**config.mk**
```make
export PLATFORM = sky130hd
export DESIGN_NAME = pdc_power_down
export DESIGN_NICKNAME = d
export VERILOG_FILES = /design/src/core/pdc_power_down.v /design/src/core/pdc_clk_gate.v
export VERILOG_INCLUDE_DIRS = /design/src /design/src/core
export SDC_FILE = /design/constraint.sdc
export NUM_CORES = 1
export LEC_CHECK = 0
export ABC_AREA = 1
export BUFFER_PORTS_ARGS = -buffer_cell sky130_fd_sc_hd__buf_2
export CAP_MARGIN = 25
export CORE_ASPECT_RATIO = 0.7
export CORE_MARGIN = 3
export CORE_UTILIZATION = 47
export DETAILED_ROUTE_END_ITERATION = 12
export GPL_ROUTABILITY_DRIVEN = 0
export PLACE_DENSITY_LB_ADDON = 0.1
export RECOVER_POWER = 100
export SYNTH_ARGS = -nofsm -noshare
export SYNTH_HDL_FRONTEND = slang
export SYNTH_SLANG_ARGS = --single-unit
```
**constraint.sdc**
```tcl
create_clock -name clk_i -period 1.4 [get_ports clk_i]
set_input_delay 0.14 -clock clk_i [delete_from_list [all_inputs] [get_ports clk_i]]
set_output_delay 0.14 -clock clk_i [all_outputs]
set_load 0.01 [all_outputs]
```
**src/core/pdc_consts.vh**
```
`ifndef PDC_CONSTS_VH
`define PDC_CONSTS_VH
// pipeline delay in master clock periods
`define PDC_PIPE_DELAY_CYC   2000
// output data rate periods before first result after wake
`define PDC_WAKE_ODR_PERIODS 3
// default output data rate period in master clock cycles
`define PDC_ODR_PERIOD_CYC   20000
`define PDC_ODR_CNT_W        16
`define PDC_WAKE_CNT_W       20
`define PDC_DATA_W           16
// idle state of the active-low ready line
`define PDC_READY_IDLE       1'b1
`endif

```
**src/core/pdc_power_down.v**
```verilog
// Function
// power-down bit write enters/leaves low power
// power-down leaves serial path and ready alone
// registers hold contents while powered down
// ready high stays high until fresh result
// pending result readable during power-down
// completed pending read drives ready high
// unread result keeps ready low throughout
// first result 3 periods plus pipeline delay
// host waits for clock restart before wake; the clock here never halts and pdc_host wr does not wait
// clock output runs unless disabled
// no conversion or calibration while down
`timescale 1ns/10ps
`include "pdc_consts.vh"
module pdc_power_down #(
  parameter ODR_PERIOD_CYC = `PDC_ODR_PERIOD_CYC, // output data rate period, cycles
  parameter PIPE_DELAY_CYC = `PDC_PIPE_DELAY_CYC  // pipeline delay, cycles
) (
  input  wire                   clk_i,             // master clock, 40 MHz
  input  wire                   resetn_i,          // async reset, active low
  input  wire                   pd_wr_i,           // comm register write strobe
  input  wire                   power_down_bit_i,  // power-down bit of that write
  input  wire                   clock_out_disable_i, // clock output disable bit
  input  wire                   cal_req_i,         // calibration start request
  input  wire                   result_rd_done_i,  // data register read completed
  input  wire [`PDC_DATA_W-1:0] filter_data_i,     // filter result word
  input  wire                   filter_valid_i,    // filter result strobe
  output reg  [`PDC_DATA_W-1:0] data_reg_o,        // data register contents
  output reg                    result_ready_n_o,  // data-ready, active low
  output reg                    powered_down_o,    // core in low-power state
  output wire                   core_run_o,        // modulator/filter enable
  output reg                    cal_start_o,       // calibration start pulse
  output wire                   clock_output_pin_o // clock output
);
  localparam [1:0] ST_RUN  = 2'h0;
  localparam [1:0] ST_DOWN = 2'h1;
  localparam [1:0] ST_WAKE = 2'h2;
  // full-width sum first, then cut to the counter width on purpose
  localparam integer WAKE_SUM =
    `PDC_WAKE_ODR_PERIODS * ODR_PERIOD_CYC + PIPE_DELAY_CYC;
  localparam [`PDC_WAKE_CNT_W-1:0] WAKE_CYC = WAKE_SUM[`PDC_WAKE_CNT_W-1:0];

  reg [1:0]                 state;
  reg [1:0]                 next_state;
  reg [`PDC_WAKE_CNT_W-1:0] wake_cnt;
  wire pd_set = pd_wr_i & power_down_bit_i;
  wire pd_clr = pd_wr_i & ~power_down_bit_i;

  always @* begin
    next_state = state;
    case (state)
      ST_RUN:  if (pd_set) next_state = ST_DOWN;
      ST_DOWN: if (pd_clr) next_state = ST_WAKE;
      ST_WAKE: begin
        if (pd_set)
          next_state = ST_DOWN;
        else if (wake_cnt == WAKE_CYC - 1'b1)
          next_state = ST_RUN;
      end
      default: next_state = ST_RUN;
    endcase
  end

  // modulator and filter halt while down
  assign core_run_o = (state != ST_DOWN);

  always @(posedge clk_i or negedge resetn_i) begin
    if (!resetn_i) begin
      state            <= ST_RUN;
      wake_cnt         <= {`PDC_WAKE_CNT_W{1'b0}};
      data_reg_o       <= {`PDC_DATA_W{1'b0}};
      result_ready_n_o <= `PDC_READY_IDLE;
      powered_down_o   <= 1'b0;
      cal_start_o      <= 1'b0;
    end else begin
      state          <= next_state;
      powered_down_o <= (next_state == ST_DOWN);
      cal_start_o    <= cal_req_i & (state == ST_RUN);
      if (state == ST_WAKE && next_state == ST_WAKE)
        wake_cnt <= wake_cnt + 1'b1;
      else
        wake_cnt <= {`PDC_WAKE_CNT_W{1'b0}};
      // data register loads while running or as wake ends; held when down
      if (state == ST_WAKE && next_state == ST_RUN) begin
        data_reg_o       <= filter_data_i;
        result_ready_n_o <= 1'b0;
      end else if (state == ST_RUN && filter_valid_i) begin
        data_reg_o       <= filter_data_i;
        result_ready_n_o <= 1'b0;
      end else if (result_rd_done_i) begin
        // read ends the pending flag even while down; entry leaves it alone
        result_ready_n_o <= 1'b1;
      end
    end
  end

  pdc_clk_gate u_clk_gate (
    .clk_i             (clk_i),
    .resetn_i          (resetn_i),
    .clock_out_disable (clock_out_disable_i),
    .clock_output_pin  (clock_output_pin_o)
  );
endmodule

```
**src/core/pdc_clk_gate.v**
```verilog
`timescale 1ns/10ps
// clock output gate; free-running divider stays alive in power-down
module pdc_clk_gate (
  input  wire clk_i,             // master clock
  input  wire resetn_i,          // async reset, active low
  input  wire clock_out_disable, // 1 stops clock output
  output reg  clock_output_pin   // divided clock output
);
  reg div;

  always @(posedge clk_i or negedge resetn_i) begin
    if (!resetn_i) begin
      div              <= 1'b0;
      clock_output_pin <= 1'b0;
    end else begin
      div              <= ~div;
      // power-down is deliberately not an input here
      clock_output_pin <= clock_out_disable ? 1'b0 : div;
    end
  end
endmodule

```
==> flow_metrics.env, run 1 <==
export IMPL_outcome="finished with violations"
export IMPL_violations="negative setup slack"
export IMPL_worst_slack_ps=-87.8
export IMPL_cp_end_kind="flip-flop"
export IMPL_yosysUniqueCellTypes=29
export IMPL_syn_to_final_growth_pct=40.7
export IMPL_dp_hpwl_um=3700
export IMPL_cts_tree="built"
export IMPL_grt_pass1_wl_um=8130
export IMPL_syn_area_um2=2060
export IMPL_crit_fanout=8
export IMPL_ff2ff_setup_slack_ps=-90
export IMPL_hold_path_class="in2reg"
export IMPL_tns_ps=-2320
export IMPL_rr_endpoint="data_reg_o[14]$_DFFE_PN0P_"
export IMPL_grt_setup_unrepaired="true"
export IMPL_layout_nets=362
export IMPL_fp_row_count=19
export IMPL_wl_um=4980
export IMPL_finalNonFillerCells=390
export IMPL_clock_sinks=43
export IMPL_grt_antenna_before_repair=0
export IMPL_syn_avg_cell_area_um2=8.42
export IMPL_start_kind="flip-flop"
export IMPL_die_w_um=85.2
export IMPL_fin_area_um2=2900
export IMPL_crit_arrival_ps=1680
export IMPL_gr_total_overflow=0
export IMPL_portBuffers=44
export IMPL_synthAdderAreaFrac=0.00606
export IMPL_routedWlPerCell_um=12.8
export IMPL_grt_pass1_vias=1732
export IMPL_drive_above_1_share=0.337
export IMPL_p_per_area_nw_per_um2=1060
export IMPL_drt_vias_per_instance=4.86
export IMPL_finClkSkew_ps=5.59
export IMPL_muxShareOfSynthArea=0
export IMPL_worstSetupPathType="reg2reg"
export IMPL_period_needed_ps=1490
export IMPL_vdd_drop_max_mv=1.19
export IMPL_drc=0
export IMPL_synth_area_leaders="dfrtp_1 (51%), nand2_1 (11%), nor2_1 (8.0%)"
export IMPL_maxSlewHeadroom=0.323
export IMPL_yosys_area_share_xor_xnor=0.0467
export IMPL_final_util=0.714
export IMPL_clkLatencyLatePin_ps=300
export IMPL_clockBufferDepth=2
export IMPL_cts_buffers=5
export IMPL_synth_top_family_by_area="simple AND/OR/NAND/NOR gates"
export IMPL_ys_seq_area_frac=0.522
export IMPL_worstPathRequired_ps=1590
export IMPL_min_from="filter_data_i[9]"
export IMPL_grt_max_degree=20
export IMPL_seqCellArea_um2=1080
export IMPL_fillers=334
export IMPL_clk_pin_slew_ps=80
export IMPL_dp_cells=375
export IMPL_final_cell_mix="nand2_1 (58), dfrtp_1 (42), buf_4 (39), nor2_1 (38), buf_2 (23)"
export IMPL_placed_area_um2=2630
export IMPL_min_to="data_reg_o[9]$_DFFE_PN0P_"
export IMPL_r2r_start="wake_cnt[1]$_DFF_PN0_"
export IMPL_yosys_area_share_simple=0.360
export IMPL_whs_ps=29.7
export IMPL_hold_depth=3
export IMPL_synth_top_cell_area_share=0.509
export IMPL_hold_viol=0
export IMPL_mostFrequentLayoutCell="nand2_1"
export IMPL_leakage_nw=1.41
export IMPL_antenna_cells=0
export IMPL_syn_inst=245
export IMPL_cts_root_buf="clkbuf_8"
export IMPL_drt_iter0_markers=109
export IMPL_ff2ff_path_depth=9
export IMPL_dr_pass1_iters=4
export IMPL_die_y_um=61.4
export IMPL_fmax_mhz=672
export IMPL_ys_warn_count=0
export IMPL_setup_viol=37
export IMPL_synth_compound_area_frac=0.00849
export IMPL_cts_htree_levels=2
export IMPL_synth_seq_cells=43
export IMPL_report_final_slew_viol_count=0
export IMPL_finalCritPeriodShare=1.06
export IMPL_multi_input_area_um2=981
export IMPL_ant_nets=0
export IMPL_start_util=0.508
export IMPL_drv_cap=0
export IMPL_yosysTopAreaCell="dfrtp_1"
export IMPL_dieArea_um2=5230
export IMPL_syn_nets=270
export IMPL_pin_count=45
export IMPL_track_usage=0.203
export IMPL_core_um2=4070
export IMPL_vias=1894
export IMPL_tightest_slew_ps=1020
-- worst max path at each step --
stage	from	end	slack (ps)
floorplan	wake_cnt[0]$_DFF_PN0_	data_reg_o[10]$_DFFE_PN0P_	-9
finish	wake_cnt[1]$_DFF_PN0_	data_reg_o[14]$_DFFE_PN0P_	-90
global placement	wake_cnt[1]$_DFF_PN0_	data_reg_o[12]$_DFFE_PN0P_	-40
detailed placement	wake_cnt[1]$_DFF_PN0_	data_reg_o[14]$_DFFE_PN0P_	-130
CTS	wake_cnt[0]$_DFF_PN0_	data_reg_o[1]$_DFFE_PN0P_	-120
global route	wake_cnt[1]$_DFF_PN0_	data_reg_o[9]$_DFFE_PN0P_	-200
-- area by class of cell --
type,count,area share
flip-flops and latches,43,0.371
repair buffers,90,0.194
clock inverters,3,0.0233
multi-input cells,176,0.338
inverters,21,0.0272
well taps,52,0.0224
clock buffers,5,0.0237
-- cell usage after synthesis --
master	n
inv_1	17
dfrtp_1	42
ha_1	1
o21ai_0	1
nor2_4	2
buf_2	1
nand2_4	1
and3_1	1
buf_4	2
nand3_2	2
nor3_1	8
clkbuf_1	1
dfstp_2	1
nand4_1	6
o21a_1	1
nand3_1	25
buf_8	1
nand2_1	63
nor3_2	2
nand3_4	1
inv_2	4
nor3b_1	1
nand2_2	3
a21oi_1	1
xnor2_1	1
or2_2	1
xor2_1	10
nand3b_1	1
nor2_1	44
-- power by group --
part | switching, mW | internal (mW) | leakage (nW)
clock | 0.447 | 0.711 | 0.0644
sequential | 0.0807 | 1.37 | 0.562
combinational | 0.275 | 0.186 | 0.787
-- critical path, stage by stage (launching register included) --
cell,delay (ps)
dfrtp_1,400
ha_4,160
nand3_4,80
inv_2,70
nand3_2,90
nor2_4,120
nand3_4,150
buf_6,190
nand3_2,60
nand2_1,60
-- metrics by stage --
step                worst slack [ps]  power [mW]
floorplan                      -9.39        1.69
CTS                             -123        3.10
detailed placement              -130        1.92
finish                         -87.8        3.07
global placement               -39.6        1.91
global route                    -202        3.20
-- metal layers --
metal | GRT usage | part of all wire | vias up
met5 | 0 | 0 | -
met4 | 0.0564 | 0.0090 | 0
met3 | 0.0642 | 0.074 | 7
met2 | 0.298 | 0.44 | 56
met1 | 0.292 | 0.47 | 872
li1 | - | - | 959
-- timing repair --
item                                    4_1_cts  5_1_grt
gates resized for setup                      14       13
gates cloned                                  0        0
buffers inserted                              5        0
pin swaps                                     9        7
hold buffers                                  2        0
hold endpoints to repair                     18        0
endpoints found under the setup margin       38       38
-- kinds of logic (layout without fill, tap and decap cells) --
logic type | count (synthesis) | after routing
flops | 43 | 43
buf+inv | 26 | 119
xor+xnor | 11 | 11
compound gates | 3 | 3
simple gates | 161 | 161
fa+ha+maj | 1 | 1
-- flip-flops by register name, indices dropped and copies added, names as in the netlist --
register and cells:
state 2, result_ready_n_o 1, wake_cnt 20, powered_down_o 1
u_clk_gate.div 1, u_clk_gate.clock_output_pin 1, data_reg_o 16, cal_start_o 1
Note: power is estimated with default switching activity, not from simulation.
==> run 2, diff against run 1 <==
- clock period: 1.4 -> 1.8 ns (I/O delays scaled with it)
==> flow_metrics.env, run 2 (synthesis results as in run 1) <==
export IMPL_outcome="complete, no violations"
export IMPL_total_power_mw=2.21
export IMPL_die_y_um=61.4
export IMPL_finalCritPeriodShare=0.896
export IMPL_clockBufferDepth=2
export IMPL_maxSlewHeadroom=0.135
export IMPL_vias=1710
export IMPL_p_int_mw=1.64
export IMPL_slowest_stage="dfrtp_1"
export IMPL_worstSetupPathType="reg2reg"
export IMPL_grt_max_degree=25
export IMPL_grt_pass1_vias=1489
export IMPL_drt_iter0_markers=130
export IMPL_worstPathRequired_ps=2030
export IMPL_track_usage=0.175
export IMPL_tns_ps=0
export IMPL_p_comb_frac=0.148
export IMPL_drc=0
export IMPL_layout_nets=324
export IMPL_cts_root_buf="clkbuf_8"
export IMPL_regMostFlops="wake_cnt"
export IMPL_cp_end_kind="flip-flop"
export IMPL_report_final_slew_viol_count=0
export IMPL_wl_um=4380
export IMPL_portBuffers=44
export IMPL_start_kind="flip-flop"
export IMPL_leakage_nw=1.16
export IMPL_switching_share=0.262
export IMPL_postCtsSetupBuffers=0
export IMPL_pwr_share_clk=0.348
export IMPL_crit_arrival_ps=1840
export IMPL_drt_vias_per_instance=4.86
export IMPL_finClkSkew_ps=6.47
export IMPL_vdd_drop_max_mv=0.714
export IMPL_max_stage_delay_ps=370
export IMPL_fp_row_count=19
export IMPL_crit_fanout=17
export IMPL_fmax_mhz=620
export IMPL_path_cells="ha_1, nand3_2, inv_2, nand3_2, nor2_4, nand3_4, nand2_8, nand2_1, nand2_1"
export IMPL_start_util=0.508
export IMPL_pin_count=45
export IMPL_mostFrequentLayoutCell="nand2_1"
export IMPL_dieArea_um2=5230
export IMPL_hold_path_class="in2reg"
export IMPL_hold_viol=0
export IMPL_switchingPower_mw=0.580
export IMPL_antenna_cells=0
export IMPL_dr_pass1_iters=4
export IMPL_cts_tree="built"
export IMPL_cts_buffers=5
export IMPL_setup_viol=0
export IMPL_clock_sinks=43
export IMPL_cts_htree_levels=2
export IMPL_routedWlPerCell_um=12.5
export IMPL_final_cell_mix="nand2_1 (63), nor2_1 (44), dfrtp_1 (42), nand3_1 (25), clkbuf_1 (23)"
export IMPL_dp_hpwl_um=3260
export IMPL_ant_nets=0
export IMPL_core_um2=4070
export IMPL_grt_setup_unrepaired="false"
export IMPL_grt_pass1_wl_um=7080
export IMPL_period_needed_ps=1610
export IMPL_clkLatencyLatePin_ps=290
export IMPL_tightest_slew_ps=1300
export IMPL_top_regs="wake_cnt: 20 flops, data_reg_o: 16 flops, state: 2 flops"
export IMPL_grt_antenna_before_repair=0
export IMPL_p_per_area_nw_per_um2=900
export IMPL_seq_power_share=0.504
export IMPL_drv_cap=0
export IMPL_die_w_um=85.2
export IMPL_clk_pin_slew_ps=80
export IMPL_syn_to_final_growth_pct=19.3
export IMPL_drive_above_1_share=0.173
export IMPL_largest_register_ffs=20
export IMPL_gr_total_overflow=0
==> run 2: changes by cell type in the layout (fill, tap and decap cells not counted), moves of 2 or more <==
cell and change:
buf_4 -37, nand3_1 +9, nand3_2 -7, nor2_1 +6
nor2_2 -6, buf_6 -5, nand2_1 +5, nand2_2 -5
clkbuf_1 +3, clkbuf_2 +2
==> run 2: power by group through the flow <==
stage          combinational (mW)  sequential [mW]  clock (mW)
6_report                    0.327             1.12       0.771
5_1_grt                     0.380             1.13       0.828
4_1_cts                     0.357             1.11       0.794
3_5_place_dp                0.353             1.13           0
3_3_place_gp                0.347             1.14           0
2_1_floorplan               0.139             1.18           0
==> run 2: final timing paths <==
path	startpoint	end	slack (ps)	cells after the start
max	wake_cnt[0]$_DFF_PN0_	data_reg_o[12]$_DFFE_PN0P_	190	9
max reg2reg	wake_cnt[0]$_DFF_PN0_	data_reg_o[12]$_DFFE_PN0P_	190	9
max in group asynchronous	resetn_i	data_reg_o[8]$_DFFE_PN0P_	250	3
min reg2reg	u_clk_gate.div$_DFF_PN0_	u_clk_gate.div$_DFF_PN0_	410	1
min in group asynchronous	resetn_i	cal_start_o$_DFF_PN0_	690	2
min	clock_out_disable_i	u_clk_gate.clock_output_pin$_DFF_PN0_	30	2
==> run 2: routing by layer <==
layer / track usage / wire [µm] / vias to the layer above / share of wire
li1: - / - / 882 / -
met1: 0.276 / 2340 / 781 / 0.53
met2: 0.231 / 1750 / 40 / 0.40
met3: 0.0481 / 256 / 7 / 0.058
met4: 0.0474 / 36 / 0 / 0.0082
met5: 0 / 0 / - / 0
==> run 2: area by class of cell <==
type                       count  area (µm²)
clock inverter                 2        35.0
inverter                      21        78.8
tap                           52        65.1
fill                         369        1600
timing repair buffer          51         236
sequential                    43        1080
multi-input combinational    177         887
clock buffer                   6        82.6
==> run 2: what timing repair did <==
| action | CTS | global route |
|---|---|---|
| endpoints found under the hold margin | 21 | 0 |
| gates resized for setup | 0 | 1 |
| setup endpoints to repair | 0 | 16 |
| hold buffers | 1 | 0 |
==> run 2: per-stage QoR <==
step / utilization / setup slack [ps] / cells / area [µm²] / hold WS, ps
2_1_floorplan: - / 343 / 245 / 2060 / -116
3_3_place_gp: 0.579 / 168 / 342 / 2350 / 186
3_5_place_dp: 0.579 / 116 / 342 / 2350 / 189
4_1_cts: 0.611 / 95.8 / 351 / 2480 / 14.5
5_1_grt: 0.606 / 12.8 / 352 / 2460 / 17.8
6_report: 0.606 / 186 / 352 / 2460 / 26.3
==> run 2: critical path: cells and delay by family (launching register included) <==
family        cells  cell delay, ps
simple gates      7             830
flops             1             370
fa+ha+maj         1             220
buf+inv           1             120
